**config.mk**
```make
export PLATFORM = sky130hd
export DESIGN_NAME = wrwdt_top
export DESIGN_NICKNAME = d
export VERILOG_FILES = /design/src/rtl/wrwdt_pkg.sv /design/src/rtl/wrwdt_pulse.sv /design/src/rtl/wrwdt_top.sv
export SDC_FILE = /design/constraint.sdc
export NUM_CORES = 1
export LEC_CHECK = 0
export BUFFER_PORTS_ARGS = -buffer_cell sky130_fd_sc_hd__buf_2
export CAP_MARGIN = 20
export CELL_PAD_IN_SITES_DETAIL_PLACEMENT = 2
export CELL_PAD_IN_SITES_GLOBAL_PLACEMENT = 2
export CORE_UTILIZATION = 36
export CTS_CLUSTER_DIAMETER = 30
export CTS_CLUSTER_SIZE = 10
export DETAILED_ROUTE_END_ITERATION = 6
export GPL_TIMING_DRIVEN = 0
export PLACE_DENSITY = 0.92
export SYNTH_ARGS = -nofsm -noshare
export SYNTH_HDL_FRONTEND = slang
export SYNTH_SLANG_ARGS = --single-unit
export TNS_END_PERCENT = 50
```
**constraint.sdc**
```tcl
create_clock -name clock -period 6.15 [get_ports clock]
set_clock_uncertainty 0.1 [all_clocks]
set_input_delay 0 -clock clock [delete_from_list [all_inputs] [get_ports clock]]
set_output_delay 0 -clock clock [all_outputs]
set_load 0.03 [all_outputs]
```
**src/rtl/wrwdt_pkg.sv**
```systemverilog
package wrwdt_pkg;
  localparam int unsigned CLOCK_HZ          = 250_000_000;
  localparam int unsigned DEFAULT_TIMEOUT_US = 2_000;
  localparam int unsigned DEFAULT_TICKS     = (CLOCK_HZ / 1_000_000) * DEFAULT_TIMEOUT_US;
  localparam int unsigned CNT_W             = 32;
  localparam int unsigned PULSE_CYCLES      = 16;
  localparam int unsigned PULSE_W           = 5;

  typedef struct packed {
    logic             load;
    logic [CNT_W-1:0] ticks;
  } wrwdt_timeout_t;

  typedef enum logic [1:0] {
    WRWDT_IDLE,
    WRWDT_COUNT,
    WRWDT_FIRE
  } wrwdt_state_t;
endpackage

```
**src/rtl/wrwdt_pulse.sv**
```systemverilog
`timescale 1ns/100ps
module wrwdt_pulse
  import wrwdt_pkg::*;
(
  input  wire logic clock,
  input  wire logic rst_b,
  input  wire logic trigger,
  output logic      pulse_out
);
  logic [PULSE_W-1:0] remain_reg;

  always_ff @(posedge clock or negedge rst_b) begin
    if (!rst_b) begin
      remain_reg <= '0;
    end else if (trigger) begin
      remain_reg <= PULSE_W'(PULSE_CYCLES);
    end else if (remain_reg != '0) begin
      remain_reg <= remain_reg - PULSE_W'(1);
    end
  end

  always_ff @(posedge clock or negedge rst_b) begin
    if (!rst_b) begin
      pulse_out <= 1'b0;
    end else begin
      pulse_out <= trigger || (remain_reg > PULSE_W'(1));
    end
  end
endmodule

```
**src/rtl/wrwdt_top.sv**
```systemverilog
`timescale 1ns/100ps
// Contract
// (RULE1) leaving any reset, the timeout is the 2 ms default.
// (RULE2) after reset the watchdog is idle until software enables it; the code keeps it counting after a warm reset taken while active.
// (RULE3) a control-register enable bit write makes the watchdog active.
// (RULE4) counting starts at once; timeout may be reloaded before expiry.
// (RULE5) expiry without service issues a warm reset to the system.
// (RULE6) after its own warm reset it restarts at once with 2 ms.
// (RULE7) a warm reset discards any programmed timeout.
// (RULE8) each expiry drives a reset output pulse for board logic.
// (RULE9) power-on reset leaves it frozen until software enables it.
// (RULE10) timeout is a tick count compared with the counter every cycle.
module wrwdt_top
  import wrwdt_pkg::*;
(
  input  wire logic             clock,
  input  wire logic             rst_b,
  input  wire logic             warm_rst_b,
  input  wire logic             enable_write,
  input  wire logic             enable_value,
  input  wire logic             timeout_load,
  input  wire logic [CNT_W-1:0] timeout_ticks,
  input  wire logic             kick,
  output logic                  warm_reset_req,
  output logic                  reset_out,
  output logic                  active,
  output logic [CNT_W-1:0]      count
);
  wrwdt_state_t     state_reg;
  logic [CNT_W-1:0] limit_reg;
  logic [CNT_W-1:0] count_reg;
  logic             expired;
  logic             fire_now;
  logic             warm_seen_reg;
  wrwdt_timeout_t   prog;

  assign prog.load  = timeout_load;
  assign prog.ticks = timeout_ticks;

  // compare against limit minus one so the period is exactly limit cycles
  assign expired = (state_reg == WRWDT_COUNT) &&
                   (count_reg >= limit_reg - CNT_W'(1)); // see (RULE10)

  // a disable write in the expiry cycle wins, so no reset is issued while idle
  assign fire_now = expired && !kick && warm_rst_b &&
                    !(enable_write && !enable_value); // see (RULE5)

  // remembers that the coming warm reset is ours; a foreign one leaves idle alone
  always_ff @(posedge clock or negedge rst_b) begin
    if (!rst_b) begin
      warm_seen_reg <= 1'b0; // see (RULE9)
    end else if (warm_reset_req) begin
      warm_seen_reg <= 1'b1;
    end else if (warm_rst_b && state_reg == WRWDT_COUNT) begin
      warm_seen_reg <= 1'b0;
    end
  end

  always_ff @(posedge clock or negedge rst_b) begin
    if (!rst_b) begin
      state_reg <= WRWDT_IDLE; // see (RULE2) (RULE9)
    end else if (!warm_rst_b) begin
      // warm reset from expiry keeps the timer running; it cannot stay off
      state_reg <= (state_reg == WRWDT_IDLE && !warm_seen_reg) ?
                   WRWDT_IDLE : WRWDT_COUNT; // see (RULE6)
    end else begin
      unique case (state_reg)
        WRWDT_IDLE: begin
          if (enable_write && enable_value) begin
            state_reg <= WRWDT_COUNT; // see (RULE3) (RULE4)
          end
        end
        WRWDT_COUNT: begin
          if (enable_write && !enable_value) begin
            state_reg <= WRWDT_IDLE;
          end else if (expired && !kick) begin
            state_reg <= WRWDT_FIRE; // see (RULE5)
          end
        end
        WRWDT_FIRE: begin
          state_reg <= WRWDT_COUNT;
        end
      endcase
    end
  end

  always_ff @(posedge clock or negedge rst_b) begin
    if (!rst_b) begin
      limit_reg <= CNT_W'(DEFAULT_TICKS); // see (RULE1)
    end else if (!warm_rst_b) begin
      limit_reg <= CNT_W'(DEFAULT_TICKS); // see (RULE7)
    end else if (prog.load && prog.ticks != '0) begin
      limit_reg <= prog.ticks; // see (RULE4)
    end
  end

  always_ff @(posedge clock or negedge rst_b) begin
    if (!rst_b) begin
      count_reg <= '0;
    end else if (!warm_rst_b || kick || prog.load) begin
      count_reg <= '0; // see (RULE6)
    end else if (state_reg == WRWDT_COUNT && !expired) begin
      count_reg <= count_reg + CNT_W'(1); // see (RULE4)
    end else if (state_reg != WRWDT_COUNT) begin
      count_reg <= '0;
    end
  end

  always_ff @(posedge clock or negedge rst_b) begin
    if (!rst_b) begin
      warm_reset_req <= 1'b0;
    end else begin
      warm_reset_req <= fire_now; // see (RULE5)
    end
  end

  wrwdt_pulse u_pulse (
    .clock     (clock),
    .rst_b     (rst_b),
    .trigger   (fire_now),
    .pulse_out (reset_out)
  ); // see (RULE8)

  assign active = (state_reg != WRWDT_IDLE);
  assign count  = count_reg;
endmodule

```
# == Word-level counts from Yosys, hierarchy flattened ==
# Cells that the tools add are included.
# classes
n_lt_le_gt_ge,2
muxes,15
reduce_logical,27
n_addsub,3
eq_ne,6
# op_table
cell,n
$mux 32,5
$add 32x1->32 const B,1
$ge 32x32->1,1
$reduce_bool 32->1,1
$sub 32x1->32 const B,1
$logic_and 1x1->1,10
$mux 5,2
$mux 2,4
$logic_not 1->1,6
$pmux 2 s3,1
$reduce_bool 2->1,3
$gt 5x1->1 const B,1
$reduce_bool 5->1,1
$sub 5x1->5 const B,1
$ne 2x1->1 const B,2
$ne 4x2->1 const B,1
$logic_or 1x1->1,3
$mux 1,3
$ne 3x2->1 const B,1
$reduce_bool 3->1,1
$eq 2x1->1 const B,1
$eq 2x2->1 const B,1
$logic_not 2->1,1
$reduce_and 2->1,1
# word_totals
ff_bits,74
output_inout_bits,35
elab_cells,60
inputBits,39

# == Depth between registers and ports, before layout ==
# Gate-level depths: netlist of the first run.
# logic_depth
ltp_word,8
depth_mapped,19
mapped_depth_nobuf,16

# == Cells and area by module ==
# From an unflattened synthesis of the first run, not the netlist that was laid out.
# unflattened
hier_cells,526
area_unflattened_um2,5041.1
# modules_own_cells
mod,instances,area_per_inst_um2,seq_area_each_um2,cells_each
wrwdt_top,1,4735.8,1710.4,496
wrwdt_pulse,1,305.3,150.1,30

# == Least setup slack after synthesis of the first run ==
# No wires, ideal clock.
# synth_path
path_type,flip-flop to flip-flop
startpoint,register limit_reg[3]
endpoint,register u_pulse.pulse_out
setup_ps,66
n_path_buf,1
arrival_ps,4832
path_stages_with_launch,15
slack_ps,1152
period_less_slack_ps,4998
t_required_ps,5984
cell_sequence,dfrtp_1 -> or4_4 -> or4_4 -> or3_4 -> or2_1 -> buf_6 -> or3_4 -> nor3_2 -> xnor2_1 -> ha_1 -> nand4_1 -> nor4_2 -> a21oi_1 -> nor4_1 -> or2_2
# synth_between
elab_chain_len,7
# synth_rtl
item,line,text
from (decl),wrwdt_top.sv:30,logic [CNT_W-1:0] limit_reg;
from (signal assigned),wrwdt_top.sv:89,limit_reg <= CNT_W'(DEFAULT_TICKS);
from (signal assigned),wrwdt_top.sv:91,limit_reg <= CNT_W'(DEFAULT_TICKS);
from (signal assigned),wrwdt_top.sv:93,limit_reg <= prog.ticks;
$sub 32x1->32,wrwdt_top.sv:42,(count_reg >= limit_reg - CNT_W'(1));
$ge 32x32->1,wrwdt_top.sv:42,
$logic_and 1x1->1,wrwdt_top.sv:41,assign expired = (state_reg == WRWDT_COUNT) &&
$logic_and 1x1->1 (3 in series),wrwdt_top.sv:45,assign fire_now = expired && !kick && warm_rst_b &&
via fire_now,wrwdt_top.sv:33,logic fire_now;
$logic_or 1x1->1,wrwdt_pulse.sv:26,pulse_out <= trigger || (remain_reg > PULSE_W'(1));
to (signal assigned),wrwdt_pulse.sv:26,
to (decl),wrwdt_pulse.sv:8,output logic pulse_out
# The timed path passes the listed nets, and every way through them passes these cells.
# A chain may end at the register's enable or synchronous reset.

# == Worst setup path after layout of the first run ==
# layout_path
startpoint,register limit_reg[3]
endpoint,register count_reg[12] (netlist: count[12])
# layout_between
elab_chain_len,7
word_cells_on_any_way,8
classes_between,add/sub: 1; order compare: 1; mux: 2; reduce/logical: 4
# layout_rtl
item,line,text
$sub 32x1->32 *,wrwdt_top.sv:42,
$ge 32x32->1 *,wrwdt_top.sv:42,
$logic_and 1x1->1 *,wrwdt_top.sv:41,
$logic_not 1->1 *,wrwdt_top.sv:102,end else if (state_reg == WRWDT_COUNT && !expired) begin
$logic_and 1x1->1 *,wrwdt_top.sv:102,
$mux 32,wrwdt_top.sv:102,
$mux 32,wrwdt_top.sv:100,end else if (!warm_rst_b || kick || prog.load) begin
to (signal assigned),wrwdt_top.sv:103,count_reg <= count_reg + CNT_W'(1);
to (decl),wrwdt_top.sv:31,logic [CNT_W-1:0] count_reg;
# Every way passes the cells marked *; elsewhere a longest branch is shown, timed or not.

==> results.md, run 1 <==
* Outcome: finished, final reports clean
* Worst reg2reg startpoint: limit_reg[3]
* Initial antenna violation count at 0
* Via Count at between 4000 and 5000
* WHS at 0.00952 ns
* Area occupied by multi-input gates at 0.00294 mm2
* Setup-failing EPs final at 0
* Sequential share of the synthesized area at 38.1%
* Setup CP Type: register to register
* Total GRT Usage at between 30% and 40%
* Synth top area share at 34.3%
* Post-route ant nets at 0
* Worst-path fanout max at 10
* Grt total ovfl at 0
* Worst slew pin tran at 1.02 ns
* Leading post-synthesis cells by cell area: dfrtp_1, ha_1, mux2i_1, xnor2_1, dfstp_2
* Starting Density at 36.9%
* Worst EP arrival at 6.04 ns
* Root buf cell: clkbuf_16
* Sink Count at 74
* Ports at 74
* DRT iter0 DRCs at approximately 210
* CP Capture Type: register
* Hold depth at 3
* Synth Register Bits at 74
* DP HPWL at 13.6 mm
* Hold Path Class: input port to register
* Die Footprint at between 0.01 and 0.015 mm2
* Final WL at 21.3 mm
* Register share of total power at 40.3%
* Final cycle utilization of the critical path at 95.4%
* Synth unique cells at 52
* Diode count at 0
* RSZ-0062 raised after global routing: false
* List of most frequent post-synthesis cells: dfrtp_1, nand2_1, xnor2_1
* Clk pwr share at 47.2%
* Core Rows at 42
* CTS tree: yes
* Routability cong. at 0.831
* Drt via density at 5.93
* EDFF count, synth at 0
* Sw Share at 27.9%
* Hold Violations, Final at 0
* Die Ht at 119 um
* Cell area after layout at 0.00621 mm2
* CP Launch Type: register
* Largest net degree at the start of global routing at 53
* Final worst path period need at 5.87 ns
* Cell count of the worst reg-to-reg path at 17
* First-pass GRT wire length at 33.2 mm
* Core area at 0.0132 mm2
* Cell Area, Placed at 0.00551 mm2
* Clock buffer depth at 2
* NumNets Final at between 700 and 800
* IO Port Bufs at 72
* Die width at roughly 120 um
* Reg2reg end: count[12]
* # fillers at 1406
* Peak VDD IR at around 0.00021 V
* DRC viols at 0
* Reg area at 0.00186 mm2
* Inserted Clock Buffers at 9
* Share of cells above drive strength 1 at 18.7%
* WP data required at 6.32 ns
* Post-Syn Area at 0.00489 mm2
* Comb pwr share at roughly an eighth
* R2r setup slk at between 0.2 and 0.3 ns
* H-tree Lvls at 3
* Placed Instances at 765
* Post-route insts no fill at 818
* Hold EP: state_reg[1]
* PD cells at 210 mW/mm2
* Top FF cell, synth: dfrtp_1
* Most frequent cell after synthesis: dfrtp_1
* Synth-to-layout area growth at 27.0%
* Worst hold start: enable_value
* Synth warn at 0
* Drt first pass iters at 4
* Fmax at 0.170 GHz
* Int Power at 941 uW
* Post-synth net total at 591
* Clk_lat worst skew at 0.37 ns
* P_leak at 0.00270 uW
* Routed wire per std cell at 26.1 um
* Async SR Flop Fraction at between 90% and 100%
* Max Cap Viol at 0
* Cell taking the most area after synthesis: dfrtp_1
* Syn_area_per_cell at 9.49 um2
* Switching pwr at 363 uW
* Worst slew margin at about a third
* Clock transition at path regs at 0.08 ns
* Number of global-route vias before repair at 5620
* Post-Syn Instances at around 520
* Slew Limit Fails at 0
-- power by group through the flow --
stage	Sequential (uW)	Clock (uW)	Combinational (uW)
CTS	523	608	155
detailed placement	531	0	134
global route	527	636	176
global placement	528	0	117
finish	526	616	163
floorplan	524	0	76.5
-- cell type report --
class / count / area share, %
inverters: 8 / 0.483
flip-flops and latches: 74 / 29.9
well taps: 176 / 3.54
repair buffers: 111 / 12.2
clock inverters: 6 / 1.43
multi-input cells: 415 / 47.3
clock buffers: 10 / 3.85
plain buffers: 18 / 1.23
-- placed cells by master, fill, tap and decap left out, drive strengths merged, types with 27 or more instances in the layout --
cell type	count
xnor2	38
dfrtp	67
clkbuf	27
dlygate4sd3	34
nor2	37
ha	37
buf	78
nand2	44
nor2b	29
mux2i	36
-- worst max-delay path by stage --
stage / startpoint / to / slack, ns
global route: limit_reg[3] / u_pulse.pulse_out / 0.06
CTS: limit_reg[3] / count[12] / 0.07
global placement: limit_reg[3] / u_pulse.pulse_out / 0.12
finish: limit_reg[3] / count[12] / 0.28
detailed placement: limit_reg[3] / u_pulse.remain_reg[2] / -0.14
floorplan: limit_reg[3] / u_pulse.pulse_out / 1.15
-- critical path, cell delays in order, from the launching register on --
cell	delay, ns
dfrtp_1	0.44
or4_4	0.56
or3_2	0.49
or3_1	0.41
or2_2	0.30
clkbuf_1	0.23
nor3_1	0.30
xnor2_1	0.14
ha_1	0.32
nand2_1	0.06
o21ai_0	0.29
a41oi_1	0.16
nor4_4	0.42
a21o_1	0.32
clkbuf_1	0.45
clkbuf_2	0.37
o21ai_0	0.19
a21oi_1	0.24
-- cells by family (layout without fill, tap and decap cells) --
kind of cell	Yosys count	in the layout	synth area share (%)
AND/OR/NAND/NOR	216	216	24.1
buffers and inverters	26	153	2.15
flip-flops	74	74	38.1
adder cells (fa/ha/maj)	37	37	9.47
multiplexers	37	37	7.60
AO/OA/AOI/OAI	81	81	10.7
XOR/XNOR	44	44	7.88
-- stage by stage --
step | worst slack (ns) | util (%) | TNS, ns | total power [uW]
CTS | 0.0695 | 46.7 | 0 | 1290
floorplan | 1.15 | - | 0 | 601
global placement | 0.118 | 41.3 | 0 | 645
global route | 0.0581 | 46.9 | 0 | 1340
detailed placement | -0.137 | 41.6 | -0.786 | 665
finish | 0.280 | 46.9 | 0 | 1300
-- per-layer routing --
metal	vias to the layer above	wire, um	global-route usage [%]	share of wire, %
met5	-	0	0	0
met4	0	829	16.6	3.9
met3	74	940	5.50	4.4
met2	169	11100	55.2	52
met1	2476	8490	36.1	40
li1	2132	-	-	-
-- what timing repair did --
item                                    4_1_cts  5_1_grt
pin swaps                                     0        1
resized for setup                             2        2
cloned                                        0        0
hold buffers                                 34        0
setup buffers                                 0        2
endpoints found under the setup margin       14       16
hold endpoints to repair                    105        0
(Power assumes the default switching activity.)
==> run 2: changes to the inputs <==
Settings changed: CORE_UTILIZATION 36 to 37, CTS_BUF_LIST set to sky130_fd_sc_hd__clkbuf_8, PLACE_DENSITY 0.92 to 0.94, SKIP_CTS_REPAIR_TIMING set to 1.
==> results.md, run 2 (synthesis gave the netlist of run 1 again) <==
* Outcome: finished, final reports clean
* Routed wire per std cell at 27.3 um
* CTS tree: yes
* Final worst path period need at 6.08 ns
* Setup-failing EPs final at 0
* Die Ht at between 100 and 150 um
* Synth-to-layout area growth at 25.4%
* Number of global-route vias before repair at 5201
* Setup CP Type: register to register
* Core area at 0.0128 mm2
* Hold Violations, Final at 0
* Worst slew margin at 40.3%
* Worst EP arrival at 6.28 ns
* Crit-path cells: or4_4 > or3_2 > or3_1 > or2_2 > clkbuf_1 > nor3_1 > xnor2_1 > ha_1 > nand2_1 > o21ai_0 > a41oi_1 > nor4_4 > a21o_1 > clkbuf_1 > clkbuf_2 > nand2_1 > a21oi_1
* Tot Pwr at approximately 1100 uW
* DRC viols at 0
* Die width at 117 um
* Drt first pass iters at 4
* Setup WS pre-CTS at -0.225 ns
* Cell count of the worst reg-to-reg path at 17
* Cell Area, Placed at 0.00550 mm2
* Share of cells above drive strength 1 at 18.1%
* Core Rows at 41
* Clock transition at path regs at 0.09 ns
* Cell area after layout at 0.00613 mm2
* Slew Limit Fails at 0
* Max Cap Viol at 0
* Top Layer Used: met4
* Clk_lat worst skew at approximately 0.4 ns
* CP Capture Type: register
* PD cells at 186 mW/mm2
* Inserted Clock Buffers at 9
* IO Port Bufs at 72
* Initial antenna violation count at 0
* Crit-path slowest cell: nor4_4
* Worst slew pin tran at 0.896 ns
* P_leak at 0.00267 uW
* First-pass GRT wire length at 28.5 mm
* Final WS setup at 0.0726 ns
* Peak VDD IR at 0.000194 V
* Via Count at slightly below 5000
* Die Footprint at 0.0137 mm2
* Routability cong. at 0.855
* DP HPWL at approximately 14 mm
* Grt total ovfl at 0
* Ports at 74
* Total GRT Usage at 28.4%
* Met3 routed WL at approximately 1.1 mm
* Sink Count at 74
* Most common cell after layout, fill and taps aside: buf_2
* Reg2reg end: count[1]
* CP delay by family, top: simple AND/OR/NAND/NOR gates
* Drt via density at about 6
* Fmax at 0.165 GHz
* Worst reg2reg startpoint: limit_reg[3]
* Root buf cell: clkbuf_8
* WP data required at 6.35 ns
* Most frequent cells in the layout: buf_2, dfrtp_1, nand2_1
* Final WL at 22.3 mm
* Fin Setup TNS at 0 ns
* NumNets Final at around 720
* R2r setup slk at 0.07 ns
* Starting Density at 38.3%
* DRT iter0 DRCs at 249
* Worst-path fanout max at 10
* CP Launch Type: register
* Largest net degree at the start of global routing at 57
* Met1 wire length at 8.50 mm
* Biggest cell delay along the critical path at 0.64 ns
* Post-route ant nets at 0
* Final cycle utilization of the critical path at 98.8%
* Hold Path Class: input port to async pin
* H-tree Lvls at 3
* Wire length on met2 at 11.6 mm
* Diode count at 0
* Number of buffer and inverter stages on the critical path at 3
* Clock buffer depth at 2
[run 2: how the worst max path moves through the flow]
stage | startpoint | end | slack (ns) | depth (start not counted)
finish | limit_reg[3] | count[1] | 0.07 | 17
global route | limit_reg[3] | state_reg[1] | -0.15 | 15
CTS | limit_reg[3] | u_pulse.remain_reg[0] | -0.35 | 15
detailed placement | limit_reg[3] | u_pulse.pulse_out | -0.22 | 15
global placement | limit_reg[3] | u_pulse.pulse_out | 0.16 | 15
floorplan | limit_reg[3] | u_pulse.pulse_out | 1.15 | 14
[run 2: routing by layer]
layer  global-route usage [%]  vias up
met5                        0        -
met4                     13.0        0
met3                     6.59       75
met2                     51.7      191
met1                     31.4     2517
li1                         -     2133
[run 2: through the flow]
stage | instances | hold slack [ns] | utilization, %
floorplan | 515 | -0.396 | -
global route | 817 | 0.0323 | 48.0
finish | 817 | 0.0180 | 48.0
detailed placement | 760 | -0.197 | 43.0
global placement | 759 | 0.134 | 42.8
CTS | 776 | -0.625 | 44.7
[run 2: worst reg2reg max path, cell delays in order, from the launching register on]
cell and delay (ns):
dfrtp_1 0.43, or4_4 0.54, or3_2 0.50, or3_1 0.40
or2_2 0.30, clkbuf_1 0.24, nor3_1 0.33, xnor2_1 0.14
ha_1 0.32, nand2_1 0.06, o21ai_0 0.39, a41oi_1 0.16
nor4_4 0.64, a21o_1 0.33, clkbuf_1 0.40, clkbuf_2 0.36
nand2_1 0.12, a21oi_1 0.22
[run 2: area by class of cell]
type / instances / area (um2)
inverter: 8 / 30.0
fill: 1329 / 6640
multi-input combinational: 415 / 2940
timing repair buffer: 114 / 793
tap: 172 / 215
sequential: 74 / 1860
buffer: 18 / 76.3
clock buffer: 9 / 124
clock inverter: 7 / 93.8
[run 2: power by group]
part | switching [uW] | internal (uW)
logic | 97.7 | 73.4
clock network | 216 | 228
registers | 23.8 | 502
